**config.mk**
```make
export PLATFORM = sky130hd
export DESIGN_NAME = reference_frequency_select
export DESIGN_NICKNAME = d
export VERILOG_FILES = /design/src/logic/ref_sel_pkg.sv /design/src/logic/reference_frequency_select.sv /design/src/logic/jump_band_filter.sv
export SDC_FILE = /design/constraint.sdc
export NUM_CORES = 2
export LEC_CHECK = 0
export BUFFER_PORTS_ARGS = -buffer_cell sky130_fd_sc_hd__buf_2
export CAP_MARGIN = 20
export CORE_AREA = 5 5 311 313
export CTS_BUF_LIST = sky130_fd_sc_hd__clkbuf_16
export DETAILED_ROUTE_END_ITERATION = 10
export DIE_AREA = 0 0 316 318
export PLACE_DENSITY_LB_ADDON = 0.08
export SYNTH_ARGS = -nofsm -noshare
export SYNTH_HDL_FRONTEND = slang
export SYNTH_SLANG_ARGS = --single-unit
```
**constraint.sdc**
```tcl
create_clock -name sys_clk -period 41.2 [get_ports sys_clk]
set_clock_uncertainty 0.05 [all_clocks]
set_input_delay 2.06 -clock sys_clk [delete_from_list [all_inputs] [get_ports sys_clk]]
set_output_delay 2.06 -clock sys_clk [all_outputs]
set_load 0.03 [all_outputs]
```
**src/logic/ref_sel_pkg.sv**
```systemverilog
// shared constants and carriers for reference frequency selection
package ref_sel_pkg;
   localparam int FREQ_W = 16;          // 0.01 hz units
   localparam int NUM_PRESETS = 15;
   localparam int NUM_JUMPS = 3;
   localparam logic [15:0] FREQ_MAX = 16'h2ee0;       // 120.00 hz
   localparam logic [15:0] BAND_MAX = 16'h0bb8;       // 30.00 hz
   localparam logic [9:0] RATIO_DISABLED = 10'h3e7;   // 999
   localparam logic [9:0] RATIO_FULL = 10'h064;       // 100 %
   localparam logic [9:0] RATIO_ZERO = 10'h000;
   localparam logic [6:0] LOSS_PCT = 7'h0a;           // 10 %
   localparam logic [6:0] RECOVER_PCT = 7'h14;        // 0.2
   localparam logic [6:0] PCT_FULL = 7'h64;
   localparam int CLK_MHZ = 250;
   localparam int LOSS_WINDOW_MS = 400;
   localparam int LOSS_WINDOW_CYC = LOSS_WINDOW_MS * 1000 * CLK_MHZ;
   localparam logic SAVE_AUTO = 1'b0;
   localparam logic SAVE_KEY = 1'b1;

   typedef struct packed {
      logic [3:0] code;
      logic       pid_enable;
      logic       pid_cancel;
   } step_sel_t;

   typedef struct packed {
      logic [15:0] lo;
      logic [15:0] hi;
      logic        valid;
   } band_t;
endpackage

```
**src/logic/reference_frequency_select.sv**
```systemverilog
// reference frequency selection, command loss fallback and jump bands
//
// Behaviour
// - save mode 0: keypad reference saved at power-off, restored at power-on
// - save mode 1: saved only on save key; power-on restores last saved
// - analog drop below 10% within 400 ms declares loss; run ref times ratio
// - loss clears when analog level exceeds recovery threshold
// - ratio 999: flag loss but keep following analog command
// - recovery threshold f1*0.2 for ratio 0/999, f1*1 for 100% and above
// - analog level sampled at fixed interval; pre-loss sample kept as f1
// - loss detection uses unfiltered analog command
// - rising into band holds at lower edge until above upper edge
// - falling into band holds at upper edge until below lower edge
// - overlapping bands merge into one lowest-to-highest band
// - jump centres 0.0 to 120.0 hz, 0.0 gives no band
// - band width 0.0 to 30.0 hz, 0.0 disables all bands
// - step select bits form code n; nonzero n picks preset n
// - presets accept 0.00 to 120.00 hz
// - code zero uses the analog command when active, else primary or secondary command source
// - pid: bits 3,2 pick process source or pid presets one to three
// - pid cancelled: bits 1,0 pick non-preset source or presets one to three
// - pid presets are in pid display units
`timescale 1ns/100ps
`default_nettype none
module reference_frequency_select
   import ref_sel_pkg::*;
#(
   parameter int LOSS_CYC = LOSS_WINDOW_CYC,
   parameter int SAMPLE_CYC = LOSS_WINDOW_CYC / 8
)
(
   input  wire logic                sys_clk,
   input  wire logic                nrst,
   input  wire logic                ref_save_mode,
   input  wire logic                save_key,
   input  wire logic                power_fail,
   input  wire logic [FREQ_W-1:0]   keypad_ref,
   input  wire logic [FREQ_W-1:0]   analog_cmd,
   input  wire logic                analog_active,
   input  wire logic [9:0]          loss_fallback_ratio,
   input  wire logic [FREQ_W-1:0]   primary_freq_source,
   input  wire logic [FREQ_W-1:0]   secondary_freq_source,
   input  wire logic                use_secondary,
   input  wire logic [FREQ_W-1:0]   pid_process_source,
   input  wire logic [1:0]          pid_mode_select,
   input  wire logic [2:0]          pid_display_units,
   input  wire logic                pid_cancel_input,
   input  wire logic                step_sel_bit0,
   input  wire logic                step_sel_bit1,
   input  wire logic                step_sel_bit2,
   input  wire logic                step_sel_bit3,
   input  wire logic [FREQ_W*NUM_PRESETS-1:0] preset_freq,
   input  wire logic [FREQ_W-1:0]   pid_preset_1,
   input  wire logic [FREQ_W-1:0]   pid_preset_2,
   input  wire logic [FREQ_W-1:0]   pid_preset_3,
   input  wire logic [FREQ_W-1:0]   jump_center_1,
   input  wire logic [FREQ_W-1:0]   jump_center_2,
   input  wire logic [FREQ_W-1:0]   jump_center_3,
   input  wire logic [FREQ_W-1:0]   jump_band_width,
   output logic      [FREQ_W-1:0]   stored_ref,
   output logic      [FREQ_W-1:0]   freq_ref,
   output logic      [FREQ_W-1:0]   process_cmd,
   output logic      [2:0]          process_units,
   output logic                     cmd_loss
);
   initial begin
      if (LOSS_CYC < 2 || SAMPLE_CYC < 1 || SAMPLE_CYC > LOSS_CYC)
         $error("bad loss timing parameters");
   end

   typedef enum logic [2:0] {
      ST_FOLLOW = 3'b001,
      ST_LOST   = 3'b010,
      ST_HOLD   = 3'b100
   } loss_st_t;

   step_sel_t sel;
   assign sel.code = {step_sel_bit3, step_sel_bit2, step_sel_bit1,
                      step_sel_bit0};
   assign sel.pid_enable = (pid_mode_select != 2'h0);
   assign sel.pid_cancel = pid_cancel_input;

   // nonvolatile keypad reference store
   logic [FREQ_W-1:0] store_reg;
   logic              pf_d_reg;
   wire               pf_edge = power_fail && !pf_d_reg;
   wire               save_auto = (ref_save_mode == SAVE_AUTO) && pf_edge;
   wire               save_man = (ref_save_mode == SAVE_KEY) && save_key;
   always_ff @(posedge sys_clk or negedge nrst) begin
      if (!nrst) begin
         store_reg <= '0;
         pf_d_reg <= 1'b0;
      end else begin
         pf_d_reg <= power_fail;
         if (save_auto || save_man)
            store_reg <= keypad_ref;
      end
   end

   // command loss detection on the raw analog command
   logic [31:0]       samp_cnt_reg;
   logic [31:0]       win_cnt_reg;
   logic [FREQ_W-1:0] f1_reg;
   loss_st_t          st_reg;
   loss_st_t          st_next;
   wire               samp_tick = (samp_cnt_reg == 32'(SAMPLE_CYC - 1));
   wire [22:0]        lvl_x100 = 23'(analog_cmd) * 23'(PCT_FULL);
   wire [22:0]        f1_x10 = 23'(f1_reg) * 23'(LOSS_PCT);
   wire [22:0]        f1_x20 = 23'(f1_reg) * 23'(RECOVER_PCT);
   wire [22:0]        f1_x100 = 23'(f1_reg) * 23'(PCT_FULL);
   wire               below_loss = lvl_x100 < f1_x10;
   wire               full_thr = (loss_fallback_ratio >= RATIO_FULL) &&
                                 (loss_fallback_ratio != RATIO_DISABLED);
   wire [22:0]        recov_thr = full_thr ? f1_x100 : f1_x20;
   wire               above_recov = lvl_x100 > recov_thr;
   wire               in_window = win_cnt_reg < 32'(LOSS_CYC);

   always_comb begin
      st_next = st_reg;
      case (st_reg)
         ST_FOLLOW: if (analog_active && below_loss && in_window &&
                        f1_reg != '0)
            st_next = ST_LOST;
         ST_LOST: if (above_recov)
            st_next = ST_FOLLOW;
         ST_HOLD: st_next = ST_FOLLOW;
         default: st_next = ST_FOLLOW;
      endcase
   end

   always_ff @(posedge sys_clk or negedge nrst) begin
      if (!nrst) begin
         samp_cnt_reg <= '0;
         win_cnt_reg <= '0;
         f1_reg <= '0;
         st_reg <= ST_FOLLOW;
      end else begin
         st_reg <= st_next;
         samp_cnt_reg <= samp_tick ? '0 : samp_cnt_reg + 32'h1;
         // no sample on the edge that declares loss: f1 stays pre-loss
         if (samp_tick && st_reg == ST_FOLLOW && st_next == ST_FOLLOW) begin
            f1_reg <= analog_cmd;
            win_cnt_reg <= '0;
         end else if (in_window)
            win_cnt_reg <= win_cnt_reg + 32'h1;
      end
   end

   wire lost = (st_reg == ST_LOST);

   // preset selection
   logic [FREQ_W-1:0] preset [NUM_PRESETS+1];
   assign preset[0] = '0;
   genvar g;
   generate
      for (g = 0; g < NUM_PRESETS; g++) begin : g_pre
         assign preset[g+1] = (preset_freq[g*FREQ_W +: FREQ_W] > FREQ_MAX) ?
            FREQ_MAX : preset_freq[g*FREQ_W +: FREQ_W];
      end
   endgenerate

   wire [FREQ_W-1:0] base_src = use_secondary ? secondary_freq_source
                                              : primary_freq_source;
   wire [FREQ_W-1:0] nonpreset = analog_active ? analog_cmd : base_src;
   wire [1:0]        man_code = sel.code[1:0];
   wire [1:0]        pid_code = sel.code[3:2];
   wire              pid_man = sel.pid_enable && sel.pid_cancel;
   wire [FREQ_W-1:0] sel_ref = pid_man ?
      ((man_code == 2'h0) ? nonpreset : preset[man_code]) :
      ((sel.code == 4'h0) ? nonpreset : preset[sel.code]);

   wire              use_np = pid_man ? (man_code == 2'h0) :
                                        (sel.code == 4'h0);
   // a broken analog wire reads low: scale the last good sample instead
   wire [FREQ_W-1:0] fb_src = (use_np && analog_active) ? f1_reg
                                                        : sel_ref;
   wire [FREQ_W+9:0] scaled = (FREQ_W+10)'(fb_src) *
                              (FREQ_W+10)'(loss_fallback_ratio);
   wire [FREQ_W+9:0] fb_raw = scaled / (FREQ_W+10)'(PCT_FULL);
   wire [FREQ_W-1:0] fallback = (fb_raw > (FREQ_W+10)'(FREQ_MAX)) ?
                                FREQ_MAX : fb_raw[FREQ_W-1:0];
   wire use_fb = lost && !analog_active ? 1'b0 :
                 lost && loss_fallback_ratio != RATIO_DISABLED;
   wire [FREQ_W-1:0] pre_jump = use_fb ? fallback : sel_ref;

   wire [FREQ_W-1:0] proc_next =
      (pid_code == 2'h0) ? pid_process_source :
      (pid_code == 2'h1) ? pid_preset_1 :
      (pid_code == 2'h2) ? pid_preset_2 : pid_preset_3;

   logic [FREQ_W-1:0] jumped;
   jump_band_filter u_jump (
      .sys_clk         (sys_clk),
      .nrst            (nrst),
      .ref_in          (pre_jump),
      .jump_center_1   (jump_center_1),
      .jump_center_2   (jump_center_2),
      .jump_center_3   (jump_center_3),
      .jump_band_width (jump_band_width),
      .ref_out         (jumped)
   );

   logic [FREQ_W-1:0] freq_reg;
   logic [FREQ_W-1:0] proc_reg;
   logic [2:0]        units_reg;
   logic              loss_reg;
   logic [FREQ_W-1:0] stored_out_reg;
   always_ff @(posedge sys_clk or negedge nrst) begin
      if (!nrst) begin
         freq_reg <= '0;
         proc_reg <= '0;
         units_reg <= '0;
         loss_reg <= 1'b0;
         stored_out_reg <= '0;
      end else begin
         freq_reg <= jumped;
         proc_reg <= sel.pid_enable ? proc_next : '0;
         units_reg <= pid_display_units;
         loss_reg <= lost;
         stored_out_reg <= store_reg;
      end
   end

   assign freq_ref = freq_reg;
   assign process_cmd = proc_reg;
   assign process_units = units_reg;
   assign cmd_loss = loss_reg;
   assign stored_ref = stored_out_reg;

   a_auto_save: assert property (@(posedge sys_clk) disable iff (!nrst)
      save_auto |=> store_reg == $past(keypad_ref))
      else $error("auto save missed");
   a_key_only_save: assert property (@(posedge sys_clk) disable iff (!nrst)
      (ref_save_mode == SAVE_KEY && !save_key) |=> $stable(store_reg))
      else $error("store changed without key");
   a_loss_flag: assert property (@(posedge sys_clk) disable iff (!nrst)
      (st_reg == ST_FOLLOW && st_next == ST_LOST) |=> ##1 cmd_loss)
      else $error("loss flag late");
   a_recover_clear: assert property (@(posedge sys_clk) disable iff (!nrst)
      (lost && above_recov) |=> ##1 !cmd_loss)
      else $error("loss not cleared");
   a_disabled_ratio: assert property (@(posedge sys_clk) disable iff (!nrst)
      (loss_fallback_ratio == RATIO_DISABLED) |-> pre_jump == sel_ref)
      else $error("ratio 999 changed ref");
   a_recov_thr: assert property (@(posedge sys_clk) disable iff (!nrst)
      (loss_fallback_ratio == RATIO_ZERO) |-> recov_thr == f1_x20)
      else $error("recovery threshold wrong");
   a_f1_hold: assert property (@(posedge sys_clk) disable iff (!nrst)
      lost |=> $stable(f1_reg))
      else $error("f1 moved during loss");
   a_preset_pick: assert property (@(posedge sys_clk) disable iff (!nrst)
      (!pid_man && sel.code == 4'h5 && !use_fb) |-> sel_ref == preset[5])
      else $error("preset select wrong");
   a_pid_proc: assert property (@(posedge sys_clk) disable iff (!nrst)
      (sel.pid_enable && pid_code == 2'h2) |=> process_cmd == $past(pid_preset_2))
      else $error("pid preset wrong");
endmodule
`default_nettype wire

```
**src/logic/jump_band_filter.sv**
```systemverilog
// jump band skip filter for the reference frequency
`timescale 1ns/100ps
`default_nettype none
module jump_band_filter
   import ref_sel_pkg::*;
(
   input  wire logic               sys_clk,
   input  wire logic               nrst,
   input  wire logic [FREQ_W-1:0]  ref_in,
   input  wire logic [FREQ_W-1:0]  jump_center_1,
   input  wire logic [FREQ_W-1:0]  jump_center_2,
   input  wire logic [FREQ_W-1:0]  jump_center_3,
   input  wire logic [FREQ_W-1:0]  jump_band_width,
   output logic      [FREQ_W-1:0]  ref_out
);
   logic [FREQ_W-1:0] ctr [NUM_JUMPS];
   band_t             raw [NUM_JUMPS];
   band_t             mrg [NUM_JUMPS];
   logic [FREQ_W-1:0] half_w;
   logic [FREQ_W-1:0] out_reg;
   logic [FREQ_W-1:0] out_next;
   logic [FREQ_W-1:0] prev_reg;

   assign ctr[0] = jump_center_1;
   assign ctr[1] = jump_center_2;
   assign ctr[2] = jump_center_3;
   assign half_w = jump_band_width >> 1;

   genvar g;
   generate
      for (g = 0; g < NUM_JUMPS; g++) begin : g_band
         // band centred on its jump frequency, half width each side
         assign raw[g].lo = (ctr[g] > half_w) ? ctr[g] - half_w : '0;
         assign raw[g].hi = ctr[g] + half_w;
         assign raw[g].valid = (ctr[g] != '0) && (jump_band_width != '0)
            && (ctr[g] <= FREQ_MAX) && (jump_band_width <= BAND_MAX);
      end
   endgenerate

   // overlapping bands grow into one; two passes cover a chain of three
   always_comb begin
      band_t t [NUM_JUMPS];
      for (int i = 0; i < NUM_JUMPS; i++) t[i] = raw[i];
      for (int p = 0; p < 2; p++)
         for (int i = 0; i < NUM_JUMPS; i++)
            for (int j = 0; j < NUM_JUMPS; j++)
               if (t[i].valid && t[j].valid && t[i].lo <= t[j].hi
                   && t[j].lo <= t[i].hi) begin
                  if (t[j].lo < t[i].lo) t[i].lo = t[j].lo;
                  if (t[j].hi > t[i].hi) t[i].hi = t[j].hi;
               end
      for (int i = 0; i < NUM_JUMPS; i++) mrg[i] = t[i];
   end

   always_comb begin
      out_next = ref_in;
      for (int i = 0; i < NUM_JUMPS; i++)
         if (mrg[i].valid && ref_in > mrg[i].lo && ref_in < mrg[i].hi) begin
            if (prev_reg <= mrg[i].lo)
               out_next = mrg[i].lo;
            else if (prev_reg >= mrg[i].hi)
               out_next = mrg[i].hi;
            else
               out_next = out_reg;
         end
   end

   always_ff @(posedge sys_clk or negedge nrst) begin
      if (!nrst) begin
         out_reg <= '0;
         prev_reg <= '0;
      end else begin
         out_reg <= out_next;
         prev_reg <= out_next;
      end
   end
   assign ref_out = out_reg;
endmodule
`default_nettype wire

```
==> reports/metrics.cfg <==
[sta]
finalCritPeriodShare_pct=93.84
slew_headroom_pct=14.12
setup_tns_ns=0
setup_violations=0
fmax_ghz=0.02587
period_minus_slack_ns=38.66
worstMarginPinSlew_ns=1.288
hold_violations=0
final_max_slew_viol_count=0

[place]
dp_hpwl_mm=189.4
port_buffers=510
routabilityCongestion=1.085

[synth]
syn_area_mm2=0.05551
ys_seq_elements=168
synth_cells=7151
yosysWarnings=0
synthArstFlopShare_pct=100.0
synth_top_area_cell=ha_1
synth.distinct_cells=123
synth_edf_count=0
synth_top_area_share_pct=28.76
synth_top_flop_cell=dfrtp_1
avgSynthCellArea_um2=7.763
syn_nets=9025
seq_area_frac_synth_pct=7.575
ys_top_cells_by_area=ha_1, dfrtp_1, a21oi_1

[global_routing]
first_global_vias=56420
grt_start_max_net_pins=75
grt_pass1_wl_mm=342.9
grt_overflow=0
antenna_found_initial=42
grt_usage_pct=44.02

[floorplan]
rows=113
die_w_um=316
start_util_pct=59.04
core_area_mm2=0.09402
die_area_mm2=0.1005
die_h_um=318
io_pins=511

[routing]
drt_first_iter_violations=7010
ant_nets=0
routed_via_density=6.648
vias=59220
drt-total-wl_mm=231.3
wire_per_inst_um=25.96
firstDrtPassIters=9
drc=0

[cells_and_area]
syn2layout_area_growth_pct=9.219
nets=9476
drive_above_1_share_pct=11.83
regArea_mm2=0.004205
multiInputGateArea_mm2=0.04804
post-route-util_pct=64.48
fillCellCount=8549

[hold_path]
hold_path_class=reg -> reg

[worst_setup_path]
arrival_ns=39.01
crit_fanout=32
cp_common_cell=a21oi_1
start_kind=primary input
critPathCaptureType=register
critPathKind=in -> reg
slowest_delay_ns=0.99
cp_slowest_cell=a2111oi_0
worstPathRequired_ns=41.54

[cts]
hold_buffers=0
root_buffer=clkbuf_16
postCtsSetupBuffers=0
clock_latency_ns=0.52
h-tree-depth=4
cts_tree=done
ctsResizeCount=0
path_clk_slew_ns=0.09
clock_sinks=168
cts_buffers=17
cts_buffer_depth=2

[run]
max-cap-violations=0

[run_status]
status=completed

==> worst max-delay path: cells and delay by family <==
kind / cells / cell delay [ns]
and+or+nand+nor: 53 / 5.54
AOI/OAI and AO/OA: 104 / 22.89
muxes: 4 / 1.88
buffers and inverters: 13 / 2.92
adders and majority gates: 11 / 3.70
==> stage by stage <==
stage | cells | instance area [um^2] | setup slack, ns | hold WS [ns]
final | 8908 | 60630 | 2.538 | 0.3215
after global routing | 8893 | 60590 | -0.05503 | 0.3359
after CTS | 8874 | 60470 | 2.558 | 0.3250
after detailed placement | 8842 | 59840 | 2.248 | 0.3125
after global placement | 8842 | 59840 | 3.355 | 0.3015
after floorplan | 7151 | 55510 | 6.756 | 0.2986
==> final cells by class <==
cell class	instances	area share, %
multi-input cells	6095	79.24
flip-flops and latches	168	6.936
repair buffers	636	5.826
inverters	684	4.235
well taps	1265	2.611
clock buffers	17	0.7017
clock inverters	15	0.3384
diodes	28	0.1156
==> Yosys cell counts (108+ instances only) <==
| library cell | number |
|---|---|
| a21o_1 | 214 |
| a21oi_1 | 579 |
| and2_1 | 114 |
| clkbuf_1 | 155 |
| dfrtp_1 | 167 |
| fa_1 | 139 |
| ha_1 | 1276 |
| inv_1 | 684 |
| mux2i_1 | 153 |
| nand2_1 | 503 |
| nand2b_1 | 161 |
| nand3_1 | 136 |
| nand4_1 | 230 |
| nor2_1 | 494 |
| nor2b_1 | 187 |
| nor3_1 | 108 |
| o21ai_0 | 445 |
| xnor2_1 | 141 |
==> metal layers <==
layer / routed length [um] / vias up / GRT usage, %
met5: 136 / - / 0
met4: 16820 / 20 / 27.21
met3: 27220 / 829 / 12.63
met2: 98470 / 3645 / 66.88
met1: 88630 / 27660 / 54.92
li1: - / 27060 / -
==> layout by cell type, fill, tap and decap left out, types with 161 or more instances in the layout <==
cell	Yosys	layout
nand4_1	230	230
nand2b_1	161	161
a21o_1	214	214
buf_2	15	509
nand2_1	503	502
ha_1	1276	1276
dfrtp_1	167	167
o21ai_0	445	442
a21oi_1	579	578
nor2b_1	187	187
nor2_1	494	493
inv_1	684	684
==> cells by family after synthesis <==
group           Yosys count  synth area share, %
simple gates           2179                19.88
other cells               1             0.006755
mux                     269                5.443
buf+inv                 888                6.099
fa+ha+maj              1420                33.87
compound gates         1989                23.32
flops                   168                7.575
xor+xnor                237                3.814
==> path summary, 6_finish.rpt <==
path,from,end,slack (ns),cells past startpoint
worst max-delay path,jump_band_width[2],u_jump.ref_out[9]$_DFFE_PN0P_,2.54,185
worst min-delay path,store_reg[4]$_DFFE_PN0P_,stored_ref[4]$_DFF_PN0_,0.32,0
worst max register to register,f1_reg[12]$_DFFE_PN0P_,u_jump.ref_out[9]$_DFFE_PN0P_,15.66,77
worst min register to register,store_reg[4]$_DFFE_PN0P_,stored_ref[4]$_DFF_PN0_,0.32,0
max in group asynchronous,nrst,samp_cnt_reg[3]$_DFF_PN0_,38.39,2
min in group asynchronous,nrst,store_reg[9]$_DFFE_PN0P_,1.42,1
Power is left out: the tool's default activity adds up to more than one toggle a clock period on the data nets, which glitch-free logic cannot reach.
